`config.mk`:
```
export PLATFORM = sky130hd
export DESIGN_NAME = sisq_core
export DESIGN_NICKNAME = d
export VERILOG_FILES = /design/src/rtl/sisq_pkg.sv /design/src/rtl/sisq_core.sv /design/src/rtl/sisq_irq_flags.sv /design/src/rtl/sisq_prio_pick.sv
export SDC_FILE = /design/constraint.sdc
export NUM_CORES = 1
export LEC_CHECK = 0
export BUFFER_PORTS_ARGS = -buffer_cell sky130_fd_sc_hd__buf_4
export CAP_MARGIN = 40
export CELL_PAD_IN_SITES_DETAIL_PLACEMENT = 2
export CELL_PAD_IN_SITES_GLOBAL_PLACEMENT = 2
export CORE_UTILIZATION = 32
export DETAILED_ROUTE_END_ITERATION = 8
export MAX_ROUTING_LAYER = met4
export PLACE_DENSITY_LB_ADDON = 0.1
export SYNTH_ARGS = -nofsm -noshare
export SYNTH_HDL_FRONTEND = slang
export SYNTH_SLANG_ARGS = --single-unit
```
`constraint.sdc`:
```
create_clock -name core_clk_in -period 3.5 [get_ports core_clk_in]
set_input_delay 0.35 -clock core_clk_in [delete_from_list [all_inputs] [get_ports core_clk_in]]
set_output_delay 0.35 -clock core_clk_in [all_outputs]
set_load 0.01 [all_outputs]
```
`src/rtl/sisq_pkg.sv`:
```
/*
 * Shared constants and types of the stack and interrupt sequencer.
 * Assumes one 100 MHz core clock and a synchronous active-high reset.
 */
package sisq_pkg;
   // I/O offsets of the stack pointer bytes
   localparam logic [5:0] SISQ_IO_SP_LOW = 6'h3D;
   localparam logic [5:0] SISQ_IO_SP_HIGH = 6'h3E;
   // Data-space offset of the I/O window
   localparam logic [7:0] SISQ_IO_DATA_BASE = 8'h20;
   // Reset value of the pointer: last SRAM address
   localparam logic [15:0] SISQ_SRAM_LAST_ADDRESS = 16'h015F;
   // Global enable bit position in the status flags
   localparam int SISQ_GIE_BIT = 7;
   // Clock period, entry and return lengths
   localparam int SISQ_CLK_PERIOD_NS = 10;
   localparam int SISQ_ENTRY_CYCLES = 4;
   localparam int SISQ_RETURN_CYCLES = 4;
   localparam int SISQ_WAKE_EXTRA_CYCLES = 4;
   localparam logic [3:0] SISQ_ENTRY_LAST = 4'(SISQ_ENTRY_CYCLES - 1);
   localparam logic [3:0] SISQ_WAKE_LAST =
      4'(SISQ_ENTRY_CYCLES + SISQ_WAKE_EXTRA_CYCLES - 1);
   localparam logic [3:0] SISQ_RETURN_LAST = 4'(SISQ_RETURN_CYCLES - 1);
   // Stack operation codes from the pipeline
   typedef enum logic [2:0] {
      SISQ_OP_NONE = 3'h0,
      SISQ_OP_PUSH = 3'h1,
      SISQ_OP_POP = 3'h2,
      SISQ_OP_CALL = 3'h3,
      SISQ_OP_RET = 3'h4,
      SISQ_OP_INTERRUPT_RETURN = 3'h5
   } sisq_op_e;
   // Sequencer states
   typedef enum logic [1:0] {
      SISQ_ST_RUN = 2'h0,
      SISQ_ST_ENTRY = 2'h1,
      SISQ_ST_RETURN = 2'h2,
      SISQ_ST_HOLD = 2'h3
   } sisq_state_e;
endpackage : sisq_pkg

```
`src/rtl/sisq_core.sv`:
```
/*
 * Stack pointer and interrupt entry/return sequencer of the core.
 * Assumes the pipeline signals stack ops, instruction ends and I/O
 * accesses one cycle at a time; memory sits outside on the stack port.
 */
//////////////////////////////////////////////////////////////////////////
module sisq_core
   import sisq_pkg::*;
#(
   parameter int NUM_SRC = 8,
   parameter int IDX_W = 3,
   parameter int PC_W = 11
) (
   input wire logic core_clk_in,              // Undivided core clock
   input wire logic sys_rst_in,               // Sync reset, high
   // Pipeline side
   input wire logic [2:0] stack_op_in,        // Stack op this cycle
   input wire logic insn_done_in,             // Instruction boundary
   input wire logic sei_in,                   // Set-enable instruction
   input wire logic cli_in,                   // Clear-enable instruction
   input wire logic asleep_in,                // Core in sleep
   input wire logic [PC_W-1:0] pc_in,         // Return address
   // I/O register port
   input wire logic io_wr_in,                 // I/O write strobe
   input wire logic [5:0] io_addr_in,         // I/O offset
   input wire logic [7:0] io_wdata_in,        // Write data
   output logic [7:0] io_rdata_out,           // Read data
   input wire logic status_wr_in,             // Status flags written
   input wire logic [7:0] status_wdata_in,    // New status flags
   // Interrupt sources
   input wire logic [NUM_SRC-1:0] irq_cond_in,
   input wire logic [NUM_SRC-1:0] irq_level_in,
   input wire logic [NUM_SRC-1:0] irq_enable_in,
   input wire logic [NUM_SRC-1:0] irq_sw_clear_in,
   // Stack memory port
   output logic [15:0] stack_addr_out,        // Current pointer
   output logic [15:0] mem_addr_out,          // Stack access address
   output logic mem_we_out,                   // Stack write strobe
   output logic mem_re_out,                   // Stack read strobe
   output logic [7:0] mem_wdata_out,          // Pushed counter byte
   // Sequencer results
   output logic global_en_out,                // Global enable bit
   output logic stall_out,                    // Pipeline held
   output logic vector_go_out,                // Jump to vector now
   output logic [IDX_W-1:0] vector_idx_out,   // Vector index
   output logic return_go_out                 // Return sequence done
);
   typedef struct packed {
      logic [15:0] sp;            // Stack pointer
      logic gie;                  // Global enable
      sisq_state_e state;         // Sequencer state
      logic [3:0] cnt;            // Cycle in the sequence
      logic [3:0] last;           // Final cycle of entry
      logic [IDX_W-1:0] idx;      // Source being served
      logic block_one;            // Hold off until next boundary
      logic vec_go;               // Vector pulse
      logic ret_go;               // Return pulse
      logic [15:0] maddr;         // Stack access address
      logic mwe;                  // Stack write
      logic mre;                  // Stack read
      logic [7:0] mdata;          // Stack write byte
   } sisq_core_s;

   sisq_core_s st_r;
   sisq_core_s st_nxt;
   logic [NUM_SRC-1:0] pending;
   logic [NUM_SRC-1:0] hw_clear;
   logic any_req;
   logic [IDX_W-1:0] win_idx;
   logic gie_now;
   logic take;
   logic [15:0] pc_ext;

   ////////////////////////////////////////////////////////////////////////
   // Source flags and priority choice
   sisq_irq_flags #(
      .NUM_SRC(NUM_SRC)
   ) u_flags (
      .core_clk_in(core_clk_in),
      .sys_rst_in(sys_rst_in),
      .cond_in(irq_cond_in),
      .level_type_in(irq_level_in),
      .sw_clear_in(irq_sw_clear_in),
      .hw_clear_in(hw_clear),
      .pending_out(pending)
   );

   sisq_prio_pick #(
      .NUM_SRC(NUM_SRC),
      .IDX_W(IDX_W)
   ) u_pick (
      .req_in(pending & irq_enable_in),
      .any_out(any_req),
      .idx_out(win_idx)
   );

   ////////////////////////////////////////////////////////////////////////
   // Acceptance decision
   always_comb begin
      // Clear-enable wins in its own cycle
      gie_now = st_r.gie && !cli_in;
      take = (st_r.state == SISQ_ST_RUN) && insn_done_in
             && gie_now && any_req
             && !st_r.block_one && !sei_in;
      pc_ext = 16'(pc_in);
   end

   ////////////////////////////////////////////////////////////////////////
   // Next state of pointer, enable and sequencer
   always_comb begin
      st_nxt = st_r;
      st_nxt.vec_go = 1'b0;
      st_nxt.ret_go = 1'b0;
      st_nxt.mwe = 1'b0;
      st_nxt.mre = 1'b0;
      hw_clear = '0;
      // Hold-off ends once an instruction completes
      if (insn_done_in && st_r.state == SISQ_ST_RUN) begin
         st_nxt.block_one = 1'b0;
      end
      // Software enable changes; hardware never saves flags
      if (cli_in) begin
         st_nxt.gie = 1'b0;
      end else if (sei_in) begin
         st_nxt.gie = 1'b1;
         st_nxt.block_one = 1'b1;
      end else if (status_wr_in) begin
         st_nxt.gie = status_wdata_in[SISQ_GIE_BIT];
      end
      // Pointer byte writes
      if (io_wr_in && io_addr_in == SISQ_IO_SP_LOW) begin
         st_nxt.sp[7:0] = io_wdata_in;
      end else if (io_wr_in && io_addr_in == SISQ_IO_SP_HIGH) begin
         st_nxt.sp[15:8] = io_wdata_in;
      end
      case (st_r.state)
         SISQ_ST_RUN: begin
            if (take) begin
               st_nxt.state = SISQ_ST_ENTRY;
               st_nxt.idx = win_idx;
               st_nxt.cnt = '0;
               st_nxt.last = asleep_in ? SISQ_WAKE_LAST
                                       : SISQ_ENTRY_LAST;
               st_nxt.gie = 1'b0;
               hw_clear[win_idx] = 1'b1;
            end else begin
               case (sisq_op_e'(stack_op_in))
                  SISQ_OP_PUSH: begin
                     // Write at pointer, then step down
                     st_nxt.maddr = st_r.sp;
                     st_nxt.mwe = 1'b1;
                     st_nxt.sp = st_r.sp - 16'h0001;
                  end
                  SISQ_OP_POP: begin
                     // Step up, then read the new top
                     st_nxt.sp = st_r.sp + 16'h0001;
                     st_nxt.maddr = st_r.sp + 16'h0001;
                     st_nxt.mre = 1'b1;
                  end
                  SISQ_OP_CALL: begin
                     st_nxt.sp = st_r.sp - 16'h0002;
                  end
                  SISQ_OP_RET: begin
                     st_nxt.sp = st_r.sp + 16'h0002;
                  end
                  SISQ_OP_INTERRUPT_RETURN: begin
                     st_nxt.state = SISQ_ST_RETURN;
                     st_nxt.cnt = '0;
                  end
                  default: begin
                  end
               endcase
            end
         end
         SISQ_ST_ENTRY: begin
            // Cycles 0 and 1 push the counter low then high byte
            st_nxt.cnt = st_r.cnt + 4'h1;
            if (st_r.cnt < 4'h2) begin
               st_nxt.maddr = st_r.sp;
               st_nxt.mwe = 1'b1;
               st_nxt.mdata = (st_r.cnt == 4'h0) ? pc_ext[7:0]
                                                 : pc_ext[15:8];
               st_nxt.sp = st_r.sp - 16'h0001;
            end
            if (st_r.cnt == st_r.last) begin
               st_nxt.state = SISQ_ST_RUN;
               st_nxt.vec_go = 1'b1;
            end
         end
         SISQ_ST_RETURN: begin
            // Cycles 0 and 1 pop two bytes
            st_nxt.cnt = st_r.cnt + 4'h1;
            if (st_r.cnt < 4'h2) begin
               st_nxt.sp = st_r.sp + 16'h0001;
               st_nxt.maddr = st_r.sp + 16'h0001;
               st_nxt.mre = 1'b1;
            end
            if (st_r.cnt == SISQ_RETURN_LAST) begin
               st_nxt.state = SISQ_ST_RUN;
               st_nxt.gie = 1'b1;
               st_nxt.block_one = 1'b1;
               st_nxt.ret_go = 1'b1;
            end
         end
         default: begin
            st_nxt.state = SISQ_ST_RUN;
         end
      endcase
   end

   ////////////////////////////////////////////////////////////////////////
   // State register on the undivided core clock
   always_ff @(posedge core_clk_in) begin
      if (sys_rst_in) begin
         st_r <= '0;
         st_r.sp <= SISQ_SRAM_LAST_ADDRESS;
         st_r.state <= SISQ_ST_RUN;
      end else begin
         st_r <= st_nxt;
      end
   end

   ////////////////////////////////////////////////////////////////////////
   // Outputs
   always_comb begin
      case (io_addr_in)
         SISQ_IO_SP_LOW: io_rdata_out = st_r.sp[7:0];
         SISQ_IO_SP_HIGH: io_rdata_out = st_r.sp[15:8];
         default: io_rdata_out = 8'h00;
      endcase
   end
   assign stack_addr_out = st_r.sp;
   assign mem_addr_out = st_r.maddr;
   assign mem_we_out = st_r.mwe;
   assign mem_re_out = st_r.mre;
   assign mem_wdata_out = st_r.mdata;
   assign global_en_out = st_r.gie;
   assign stall_out = (st_r.state != SISQ_ST_RUN);
   assign vector_go_out = st_r.vec_go;
   assign vector_idx_out = st_r.idx;
   assign return_go_out = st_r.ret_go;
endmodule : sisq_core

```
`src/rtl/sisq_irq_flags.sv`:
```
/*
 * Pending flags for the interrupt sources, one per source.
 * Assumes condition pulses synchronous to the core clock.
 */
module sisq_irq_flags
   import sisq_pkg::*;
#(
   parameter int NUM_SRC = 8
) (
   input wire logic core_clk_in,
   input wire logic sys_rst_in,
   input wire logic [NUM_SRC-1:0] cond_in,        // Raw conditions
   input wire logic [NUM_SRC-1:0] level_type_in,  // 1: level source
   input wire logic [NUM_SRC-1:0] sw_clear_in,    // Write-one clear
   input wire logic [NUM_SRC-1:0] hw_clear_in,    // Vectored source
   output logic [NUM_SRC-1:0] pending_out         // Request per source
);
   typedef struct packed {
      logic [NUM_SRC-1:0] flag;
   } sisq_flags_s;

   sisq_flags_s st_r;
   sisq_flags_s st_nxt;

   ////////////////////////////////////////////////////////////////////////
   // Flag next state: a set wins over a clear in the same cycle
   always_comb begin
      st_nxt = st_r;
      for (int i = 0; i < NUM_SRC; i++) begin
         if (cond_in[i] && !level_type_in[i]) begin
            st_nxt.flag[i] = 1'b1;
         end else if (sw_clear_in[i] || hw_clear_in[i]) begin
            st_nxt.flag[i] = 1'b0;
         end
      end
   end

   // Flag registers
   always_ff @(posedge core_clk_in) begin
      if (sys_rst_in) begin
         st_r <= '0;
      end else begin
         st_r <= st_nxt;
      end
   end

   ////////////////////////////////////////////////////////////////////////
   // Level sources request only while the condition stands
   for (genvar g = 0; g < NUM_SRC; g++) begin : g_req
      assign pending_out[g] = level_type_in[g] ? cond_in[g]
                                               : st_r.flag[g];
   end
endmodule : sisq_irq_flags

```
`src/rtl/sisq_prio_pick.sv`:
```
/*
 * Fixed priority picker: the lowest index wins.
 * Assumes index 0 is the lowest vector after reset.
 */
module sisq_prio_pick
   import sisq_pkg::*;
#(
   parameter int NUM_SRC = 8,
   parameter int IDX_W = 3
) (
   input wire logic [NUM_SRC-1:0] req_in,  // Enabled requests
   output logic any_out,                    // Some request stands
   output logic [IDX_W-1:0] idx_out        // Winning index
);
   ////////////////////////////////////////////////////////////////////////
   // Scan from the top so the lowest index is kept last
   always_comb begin
      any_out = 1'b0;
      idx_out = '0;
      for (int i = NUM_SRC - 1; i >= 0; i--) begin
         if (req_in[i]) begin
            any_out = 1'b1;
            idx_out = IDX_W'(i);
         end
      end
   end
endmodule : sisq_prio_pick
```
Word level (Yosys, flattened, before mapping)
Cells that the tools add are included.
- register bits: 67
- latch bits: 0
- memory bits (writable): 0
- bits in read-only memories: 0
- input port bits: 76
- output and inout bits: 57
- word-level logic and storage cells: 190
- memories: 0
- add/subtract/negate cells: 5
- multipliers: 0
- divide/modulo/power cells: 0
- $lt $le $gt $ge: 3
- eq/ne operators: 18
- shifts and indexed selects: 0
- multiplexer cells: 83
- bitwise logic cells: 3
- reductions and logical operators: 57
- operator list (operator ; count):
    16-bit one-hot mux with 3 select lines ; 2
    16-bit two-way mux ; 4
    16-bit one-hot mux with 4 select lines ; 1
    8-bit two-way mux ; 6
    1-bit two-way mux ; 47
    16-bit one-hot mux with 2 select lines ; 1
    3-bit two-way mux ; 10
    2-bit nonzero test ; 10
    18-bit two-way mux ; 1
    1-bit logical AND ; 17
    17-bit two-way mux ; 1
    16-bit by 1-bit adder with 16-bit output, second input constant ; 1
    16-bit by 2-bit adder with 16-bit output, second input constant ; 1
    8-bit one-hot mux with 2 select lines ; 1
    16-bit by 1-bit subtractor with 16-bit output, second input constant ; 1
    16-bit by 2-bit subtractor with 16-bit output, second input constant ; 1
    6-bit == test, second input constant ; 2
    6-bit two-way mux ; 2
    1-bit logical NOT ; 11
    2-bit inequality test, second input constant ; 5
    8-bit bitwise AND ; 1
    1-bit logical OR ; 8
    4-bit one-hot mux with 2 select lines ; 1
    3-bit by 2-bit == test with 1-bit output, second input constant ; 2
    other kinds (24) ; 32

Depth between registers and ports, before layout
Gate-level depths: netlist of run 1.
- depth in word-level cells: 19
- gate-level depth with buffers: 11
- gate-level depth less buffers: 10

By module
A second synthesis of run 1 with hierarchy kept.
- cells, all modules: 857
- area total of the unflattened synthesis: 6387.4 um2
- modules (own cells, without submodules) (module ; instances ; cells each ; area each (um2) ; sequential area each (um2)):
    sisq_core ; 1 ; 803 ; 5893.2 ; 1141.1
    sisq_irq_flags ; 1 ; 41 ; 414.1 ; 160.2
    sisq_prio_pick ; 1 ; 13 ; 80.1 ; 0.0

Worst setup path after synthesis of run 1
Ideal clock, no wire load.
- kind: input -> register
- start: input port stack_op_in[1]
- end: register st_r, in the netlist stack_addr_out[13]
- setup time: 124 ps
- arrival: 3003 ps
- data required time: 3376 ps
- setup slack: 373 ps
- cell stages on the path: 11
- path buffers: 1
- cells stage by stage: buf_2 nor2_1 nand2_1 fa_1 a211o_1 a2111oi_2 nor2_1 o221ai_1 xnor2_1 a221oi_1 o21ai_1
- word-level cells in the longest chain between the ends: 4
- elaborated cells between the ends (all ways): 7
- those cells by class: 4 x eq/ne; 3 x mux
- RTL lines (item ; RTL line ; text):
    from (decl) ; sisq_core.sv:17 ; input wire logic [2:0] stack_op_in,
    3-bit == test, or another cell as far along ; sisq_core.sv:147 ; case (sisq_op_e'(stack_op_in))
    16-bit one-hot mux with 4 select lines (*) ; sisq_core.sv:147 ;
    16-bit two-way mux (*) ; sisq_core.sv:138 ; if (take) begin
    16-bit one-hot mux with 3 select lines (*) ; sisq_core.sv:136 ; case (st_r.state)
    to (signal assigned) ; sisq_core.sv:219 ; st_r <= st_nxt;
    to (decl) ; sisq_core.sv:64 ; sisq_core_s st_r;
Every way passes the cells marked *; elsewhere a longest branch is shown, timed or not.
A chain may end at the register's enable or synchronous reset.

Worst setup path after layout of run 1
- start: register st_r, in the netlist stack_addr_out[1]
- end: register st_r, in the netlist stack_addr_out[13]
- word-level cells in the longest chain between the ends: 4
- elaborated cells between the ends (all ways): 9
- those cells by class: 4 x add/sub; 5 x mux
- RTL lines (item ; RTL line ; text):
    16-bit by 2-bit adder with 16-bit output, or another cell as far along ; sisq_core.sv:164 ; st_nxt.sp = st_r.sp + 16'h0002;
    16-bit one-hot mux with 4 select lines ; sisq_core.sv:147 ;
    16-bit two-way mux ; sisq_core.sv:138 ;
    16-bit one-hot mux with 3 select lines (*) ; sisq_core.sv:136 ;
Marks and branches as above.

==> impl_metrics.csv, run 1 <==
group,metric,value,unit
outcome,status,"finished clean",
timing,worst_clock_skew,0.009692,ns
route,wire_per_inst,22.23,um
grt,grt_pass1_vias,6824,
timing,slew_violations,0,
synth,synth_cells,812,
setup_path,critPathCaptureType,"register",
synth,ys.warnings.count,0,
place,dp_hpwl,19780,um
synth,synthTopCellsByArea,"dfxtp_1, buf_4, xnor2_1",
grt,grt_pass1_wl,39620,um
setup_path,cp_top_family,"compound AO/OA/AOI/OAI gates",
place,io_buffer_count,125,
clock_tree,clock_sinks,65,
min_path,worst_hold_startpoint,"pc_in[6]",
clock_tree,cts_resized,0,
setup_path,startpoint_type,"register",
grt,overflow,0,
route,drt_iter0_drc,364,
timing,finalSetupTns,0,ns
timing,worstMarginPinSlew,0.8122,ns
setup_path,crit_path_start,"stack_addr_out[1]",
floorplan,rows,50,
grt,grt_max_degree,67,
timing,relSlewSlack,45.86,%
synth,async_reset_ff_share,0,%
floorplan,initial_utilization,32.87,%
synth,yosysSeqAreaShare,21.02,%
synth,synth_edf_count,0,
clock_tree,postCtsSetupRepairBufs,0,
place,gp_congestion,0.8838,
setup_path,ff2ff_path_depth,8,
setup_path,worst_ep_required_time,3.73,ns
power_and_ir_drop,power_density,423.0,nW/um^2
min_path,hold_end,"mem_wdata_out[6]",
setup_path,path_max_fanout,12,
synth,synth_area_leader_cell,"dfxtp_1",
final_layout,final_cell_mix,"buf_4, nor2_1, nand2_1",
final_layout,syn_to_final_growth,19.24,%
timing,hold_slack,0.2590,ns
synth,mappedNetlistNets,912,
setup_path,timing.rr.start,"stack_addr_out[1]",
timing,min_period,2.957,ns
route,ant_nets,0,
floorplan,io_pins,133,
power_and_ir_drop,power.leakage,2.996,nW
timing,fmaxAchievable,0.3382,GHz
timing,setup_viol,0,
synth,ys.flop_type,"dfxtp_1",
route,vias,6447,
setup_path,r2r_slack,0.54,ns
floorplan,die_y,141.1,um
setup_path,crit_path_cell_trace,"fa_1, a211o_1, a2111oi_2, nor2_1, o221ai_1, xnor2_1, a221oi_1, o21ai_1",
min_path,min_path_cells,3,
final_layout,drive_gt1_share,23.53,%
floorplan,core,18830,um^2
route,drt_wl_total,25440,um
final_layout,nFillCells,2214,
setup_path,critPathSlowestCell,"fa_1",
clock_tree,cts_buffers,9,
clock_tree,cts_buffer_depth,2,
setup_path,crit_type,"register to register",
floorplan,die_w,141.1,um
route,drt_first_pass_iters,5,
clock_tree,htree_levels,3,
place,dp.cells,1128,
route,drc,0,
power_and_ir_drop,peakVddDrop,0.2503,mV
flow_run,max_cap_violations,0,
timing,rsz0062_at_grt,"false",
min_path,hold_class,"primary input to register",
clock_tree,path_clk_slew,0.06,ns
clock_tree,hold_buffers,0,
setup_path,timing.rr.end,"stack_addr_out[13]",
grt,antenna_found_initial,0,
route,viasPerCell,5.635,
setup_path,critPathBufInv,0,
grt,grt_use_total,26.83,%
timing,hold_viol_final,0,
clock_tree,cts-root-buf,"clkbuf_16",
clock_tree,cts_tree,"done",
synth,syn_area_per_cell,7.623,um^2
final_layout,n_antenna_cell,0,
clock_tree,worstSkewPairLatency,0.36,ns
final_layout,layout_commonest_cell,"buf_4",
synth,ys_types,91,
floorplan,dieArea,19900,um^2
setup_path,critPathMaxStageDelay,0.56,ns
synth,ys_ff_latch,65,
timing,fin_crit_sh,84.49,%
final_layout,nNetsFinal,979,
final_layout,instances_no_fill,1144,
synth,synth_top_area_share,21.02,%
synth,synth_area,6190,um^2
setup_path,arrival,3.19,ns
[tightest hold or removal path: stages]
cell and delay [ns]:
buf_4 0.11, nand3_1 0.05, a21oi_1 0.06
[logic make-up after synthesis]
group	after synthesis	synth area share [%]
XOR/XNOR	53	7.499
multiplexers	28	4.831
adder cells (fa/ha/maj)	24	4.973
AO/OA/AOI/OAI	241	27.94
flip-flops	65	21.02
AND/OR/NAND/NOR	277	22.62
buffers and inverters	124	11.12
[layer usage]
metal / GRT usage, % / wire (um) / vias to the layer above
met5: - / 0 / -
met4: 6.979 / 416 / 0
met3: 3.838 / 948 / 25
met2: 44.48 / 12120 / 165
met1: 34.02 / 11960 / 3207
li1: - / - / 3050
[per-stage QoR]
| step | power, W | area, um^2 | utilization, % | setup WS [ns] |
|---|---|---|---|---|
| after CTS | 0.003142 | 7381 | 39.20 | 0.5292 |
| after global placement | 0.002104 | 7073 | 37.56 | 0.4793 |
| final | 0.003122 | 7381 | 39.20 | 0.5429 |
| after global routing | 0.003285 | 7381 | 39.20 | 0.3455 |
| after floorplan | 0.001754 | 6190 | - | 0.3733 |
| after detailed placement | 0.002155 | 7078 | 37.59 | 0.3601 |
[synthesized netlist by cell type, types with 4 or more instances]
library cell  count
clkbuf_1         27
mux2_2            6
buf_4            48
xor2_1           18
nor3b_1           5
and2_1            5
nand2b_1          8
o221ai_1          4
buf_2            19
nand2_1          74
a21oi_1          51
o21ai_0          38
nand3b_1          4
a22o_1           11
nand4_1           7
dfxtp_1          65
and4_1            4
o2bb2ai_1         4
a22oi_1           9
xnor2_1          35
nor2b_1           9
a211o_1           5
inv_1            23
nor2_1           79
o211ai_1          9
o21a_1            4
mux2i_1          19
nor3_1           25
o22ai_1          12
a221oi_1         18
a21o_1            9
a31oi_1           6
ha_1             23
nand3_1          27
a211oi_1         13
[sequential cells by signal, indices dropped and copies added (netlist names)]
register	flops
vector_idx_out	3
u_flags.st_r	8
mem_wdata_out	8
return_go_out	1
mem_we_out	1
st_r	9
mem_addr_out	16
global_en_out	1
stack_addr_out	16
mem_re_out	1
vector_go_out	1
[how the worst max path moves through the flow]
stage	endpoint	slack, ns	depth (start not counted)
6_report	stack_addr_out[13]	0.54	8
5_1_grt	stack_addr_out[13]	0.35	8
4_1_cts	stack_addr_out[13]	0.53	8
3_5_place_dp	stack_addr_out[13]	0.36	12
3_3_place_gp	stack_addr_out[13]	0.48	12
2_1_floorplan	stack_addr_out[13]	0.37	11
[final cells by class]
cell class	count	area, um^2	share of cell area, %
inverters	26	97.59	1.322
clock inverters	7	77.57	1.051
flip-flops and latches	65	1301	17.63
well taps	260	325.3	4.408
clock buffers	9	225.2	3.051
multi-input cells	623	4200	56.91
repair buffers	154	1154	15.63
[report_power, final]
group,switching [W],internal [W],leakage (nW)
sequential,0.000122,0.000801,0.533
clock,0.000412,0.000558,0.146
combinational,0.000707,0.000521,2.32
No activity file was read; power rests on OpenSTA's default activity.
==> run 2, diff against run 1 <==
ABC_AREA = 1   (was default)
CORE_UTILIZATION = 26   (was 32)
clock period = 2.4 ns   (was 3.5 ns; I/O delays follow)
==> run 2 against run 1 <==
Against the previous run: sequential power rose by 54%; worst setup slack got worse by 0.37 ns; total power rose by 93%; maximum frequency rose by 33%; final cell count rose by 38%; synthesized cell count rose by 39%; clock power rose by 56%; critical path depth rose by 2; register-to-register slack got worse by 0.37 ns; critical path type unchanged; critical endpoint is now stack_addr_out[9]; highest routed layer unchanged.
==> impl_metrics.csv, run 2 <==
group,metric,value,unit
setup_path,ff2ff_path_depth,10,
setup_path,startpoint_type,"register",
power_and_ir_drop,switching_share,45.33,%
synth,synth_commonest_cells,"nand2_1, nor2_1, inv_1, nand3_1, o21ai_0",
route,vias,7793,
setup_path,timing.rr.end,"stack_addr_out[9]",
setup_path,worst_ep_required_time,2.67,ns
grt,grt_max_degree,31,
route,drc,0,
floorplan,die_w,159.5,um
route,drt_iter0_drc,223,
grt,antenna_found_initial,0,
timing,worst_clock_skew,0.01636,ns
floorplan,dieArea,25440,um^2
route,drt_first_pass_iters,4,
flow_run,max_cap_violations,0,
timing,slew_violations,0,
floorplan,initial_utilization,26.52,%
synth,synth_top_area_share,20.17,%
power_and_ir_drop,internal_power,0.003301,W
route,drt_wl_total,29230,um
min_path,min_path_cells,3,
setup_path,timing.rr.start,"stack_addr_out[2]",
clock_tree,clock_sinks,65,
timing,hold_slack,0.1485,ns
synth,mappedNetlistNets,1230,
route,wire_per_inst,18.54,um
final_layout,final_cell_mix,"nand2_1, buf_4, nor2_1",
setup_path,r2r_slack,0.17,ns
clock_tree,path_clk_slew,0.07,ns
timing,relSlewSlack,64.59,%
final_layout,nNetsFinal,1348,
place,io_buffer_count,125,
power_and_ir_drop,power_frac_clock,25.0,%
setup_path,path_max_fanout,9,
timing,min_period,2.229,ns
synth,ys_types,45,
timing,fin_crit_sh,92.89,%
synth,ys.warnings.count,0,
final_layout,nFillCells,3097,
synth,ys_ff_latch,65,
setup_path,crit_type,"register to register",
synth,synthTopCellsByArea,"dfxtp_1, nand2_1, nand3_1",
place,dp_hpwl,23630,um
place,gp_congestion,0.8815,
timing,rsz0062_at_grt,"false",
timing,fmaxAchievable,0.4486,GHz
grt,grt_pass1_wl,45770,um
clock_tree,cts_buffer_depth,2,
min_path,hold_end,"mem_wdata_out[7]",
clock_tree,htree_levels,3,
power_and_ir_drop,power_switching,0.002737,W
synth,async_reset_ff_share,0,%
grt,grt_pass1_vias,8331,
power_and_ir_drop,p_seq_share,23.5,%
synth,synth_area,6450,um^2
setup_path,critPathCaptureType,"register",
final_layout,syn_to_final_growth,26.30,%
power_and_ir_drop,power.leakage,4.020,nW
power_and_ir_drop,power_density,741.2,nW/um^2
power_and_ir_drop,peakVddDrop,0.2804,mV
timing,worstMarginPinSlew,0.5312,ns
synth,yosysMostFrequentCell,"nand2_1",
synth,synth_area_leader_cell,"dfxtp_1",
final_layout,drive_gt1_share,18.44,%
synth,ys.flop_type,"dfxtp_1",
synth,synth_edf_count,0,
power_and_ir_drop,power,0.006038,W
floorplan,core,24320,um^2
setup_path,arrival,2.50,ns
place,dp.cells,1561,
synth,yosysSeqAreaShare,20.17,%
floorplan,die_y,159.5,um
clock_tree,cts_tree,"done",
power_and_ir_drop,p_comb_share,51.5,%
grt,overflow,0,
grt,grt_use_total,23.89,%
route,viasPerCell,4.942,
final_layout,layout_commonest_cell,"nand2_1",
clock_tree,postCtsSetupRepairBufs,0,
timing,setup_viol,0,
clock_tree,cts-root-buf,"clkbuf_16",
synth,syn_area_per_cell,5.708,um^2
final_layout,instances_no_fill,1577,
min_path,worst_hold_startpoint,"pc_in[7]",
final_layout,fin_util,33.50,%
timing,hold_viol_final,0,
floorplan,rows,57,
outcome,status,"finished clean",
route,ant_nets,0,
min_path,hold_class,"primary input to register",
clock_tree,worstSkewPairLatency,0.36,ns
timing,finalSetupTns,0,ns
floorplan,io_pins,133,
clock_tree,cts_buffers,9,
final_layout,n_antenna_cell,0,
synth,synth_cells,1130,
run 2: cell count changes in the layout (fill, tap and decap cells not counted), sizes merged, moves of 48 or more:
cell,delta
nand3,+81
nor2,+48
inv,+100
o21ai,+49
nand2,+261
run 2: cell type report:
class / instances / area (um^2) / area share (%)
Clock inverter: 7 / 102.6 / 1.259
Inverter: 129 / 493.0 / 6.051
Clock buffer: 9 / 225.2 / 2.765
Tap cell: 324 / 405.4 / 4.976
Multi-Input combinational cell: 857 / 4185 / 51.37
Sequential cell: 65 / 1301 / 15.97
Timing Repair Buffer: 186 / 1434 / 17.60
run 2: critical path, cell delays in order (launching register included):
cell and delay (ns):
dfxtp_1 0.46, inv_1 0.14, buf_4 0.17, nand3_1 0.21
nor2_1 0.34, nand2_1 0.11, xor2_1 0.26, nor2_1 0.07
o21ai_0 0.15, nor2_1 0.06, a21oi_1 0.17
run 2: worst max path at each step:
stage                                 start                  to
after global routing               st_r[40]     mem_addr_out[9]
after CTS                          st_r[40]     mem_addr_out[0]
final                     stack_addr_out[2]   stack_addr_out[9]
after global placement       stack_op_in[1]  stack_addr_out[14]
after detailed placement     stack_op_in[1]   stack_addr_out[7]
after floorplan              stack_op_in[1]   stack_addr_out[6]
run 2: through the flow:
| step | instance area [um^2] | worst slack [ns] |
|---|---|---|
| 2_1_floorplan | 6450 | 0.3297 |
| 3_3_place_gp | 7807 | 0.1551 |
| 3_5_place_dp | 7807 | 0.07556 |
| 4_1_cts | 8135 | 0.07189 |
| 5_1_grt | 8147 | 0.001005 |
| 6_report | 8147 | 0.1706 |
run 2: power groups by stage:
stage | sequential (W) | clock, W | combinational, W
final | 0.00142 | 0.00151 | 0.00311
after global routing | 0.00144 | 0.00159 | 0.00348
after CTS | 0.00143 | 0.00156 | 0.00314
after detailed placement | 0.00145 | 0 | 0.00311
after global placement | 0.00145 | 0 | 0.00304
after floorplan | 0.00136 | 0 | 0.00204
run 2: cells by family after synthesis:
logic type               after synthesis  synth area share (%)
adder cells (fa/ha/maj)               24                 4.772
XOR/XNOR                              17                 2.309
flip-flops                            65                 20.17
AND/OR/NAND/NOR                      610                 40.47
buffers and inverters                208                 15.01
AO/OA/AOI/OAI                        206                 17.26
run 2: per-layer routing:
metal / global-route usage, % / up-vias / part of all wire [%]
li1: - / 3856 / -
met1: 28.46 / 3737 / 44
met2: 40.33 / 156 / 50
met3: 3.881 / 44 / 4.0
met4: 8.698 / 0 / 2.7
met5: - / - / 0
run 2: repair_timing:
| item | CTS | global route |
|---|---|---|
| hold buffers | 0 | 0 |
| endpoints found under the setup margin | 0 | 12 |
| gates resized for setup | 0 | 4 |
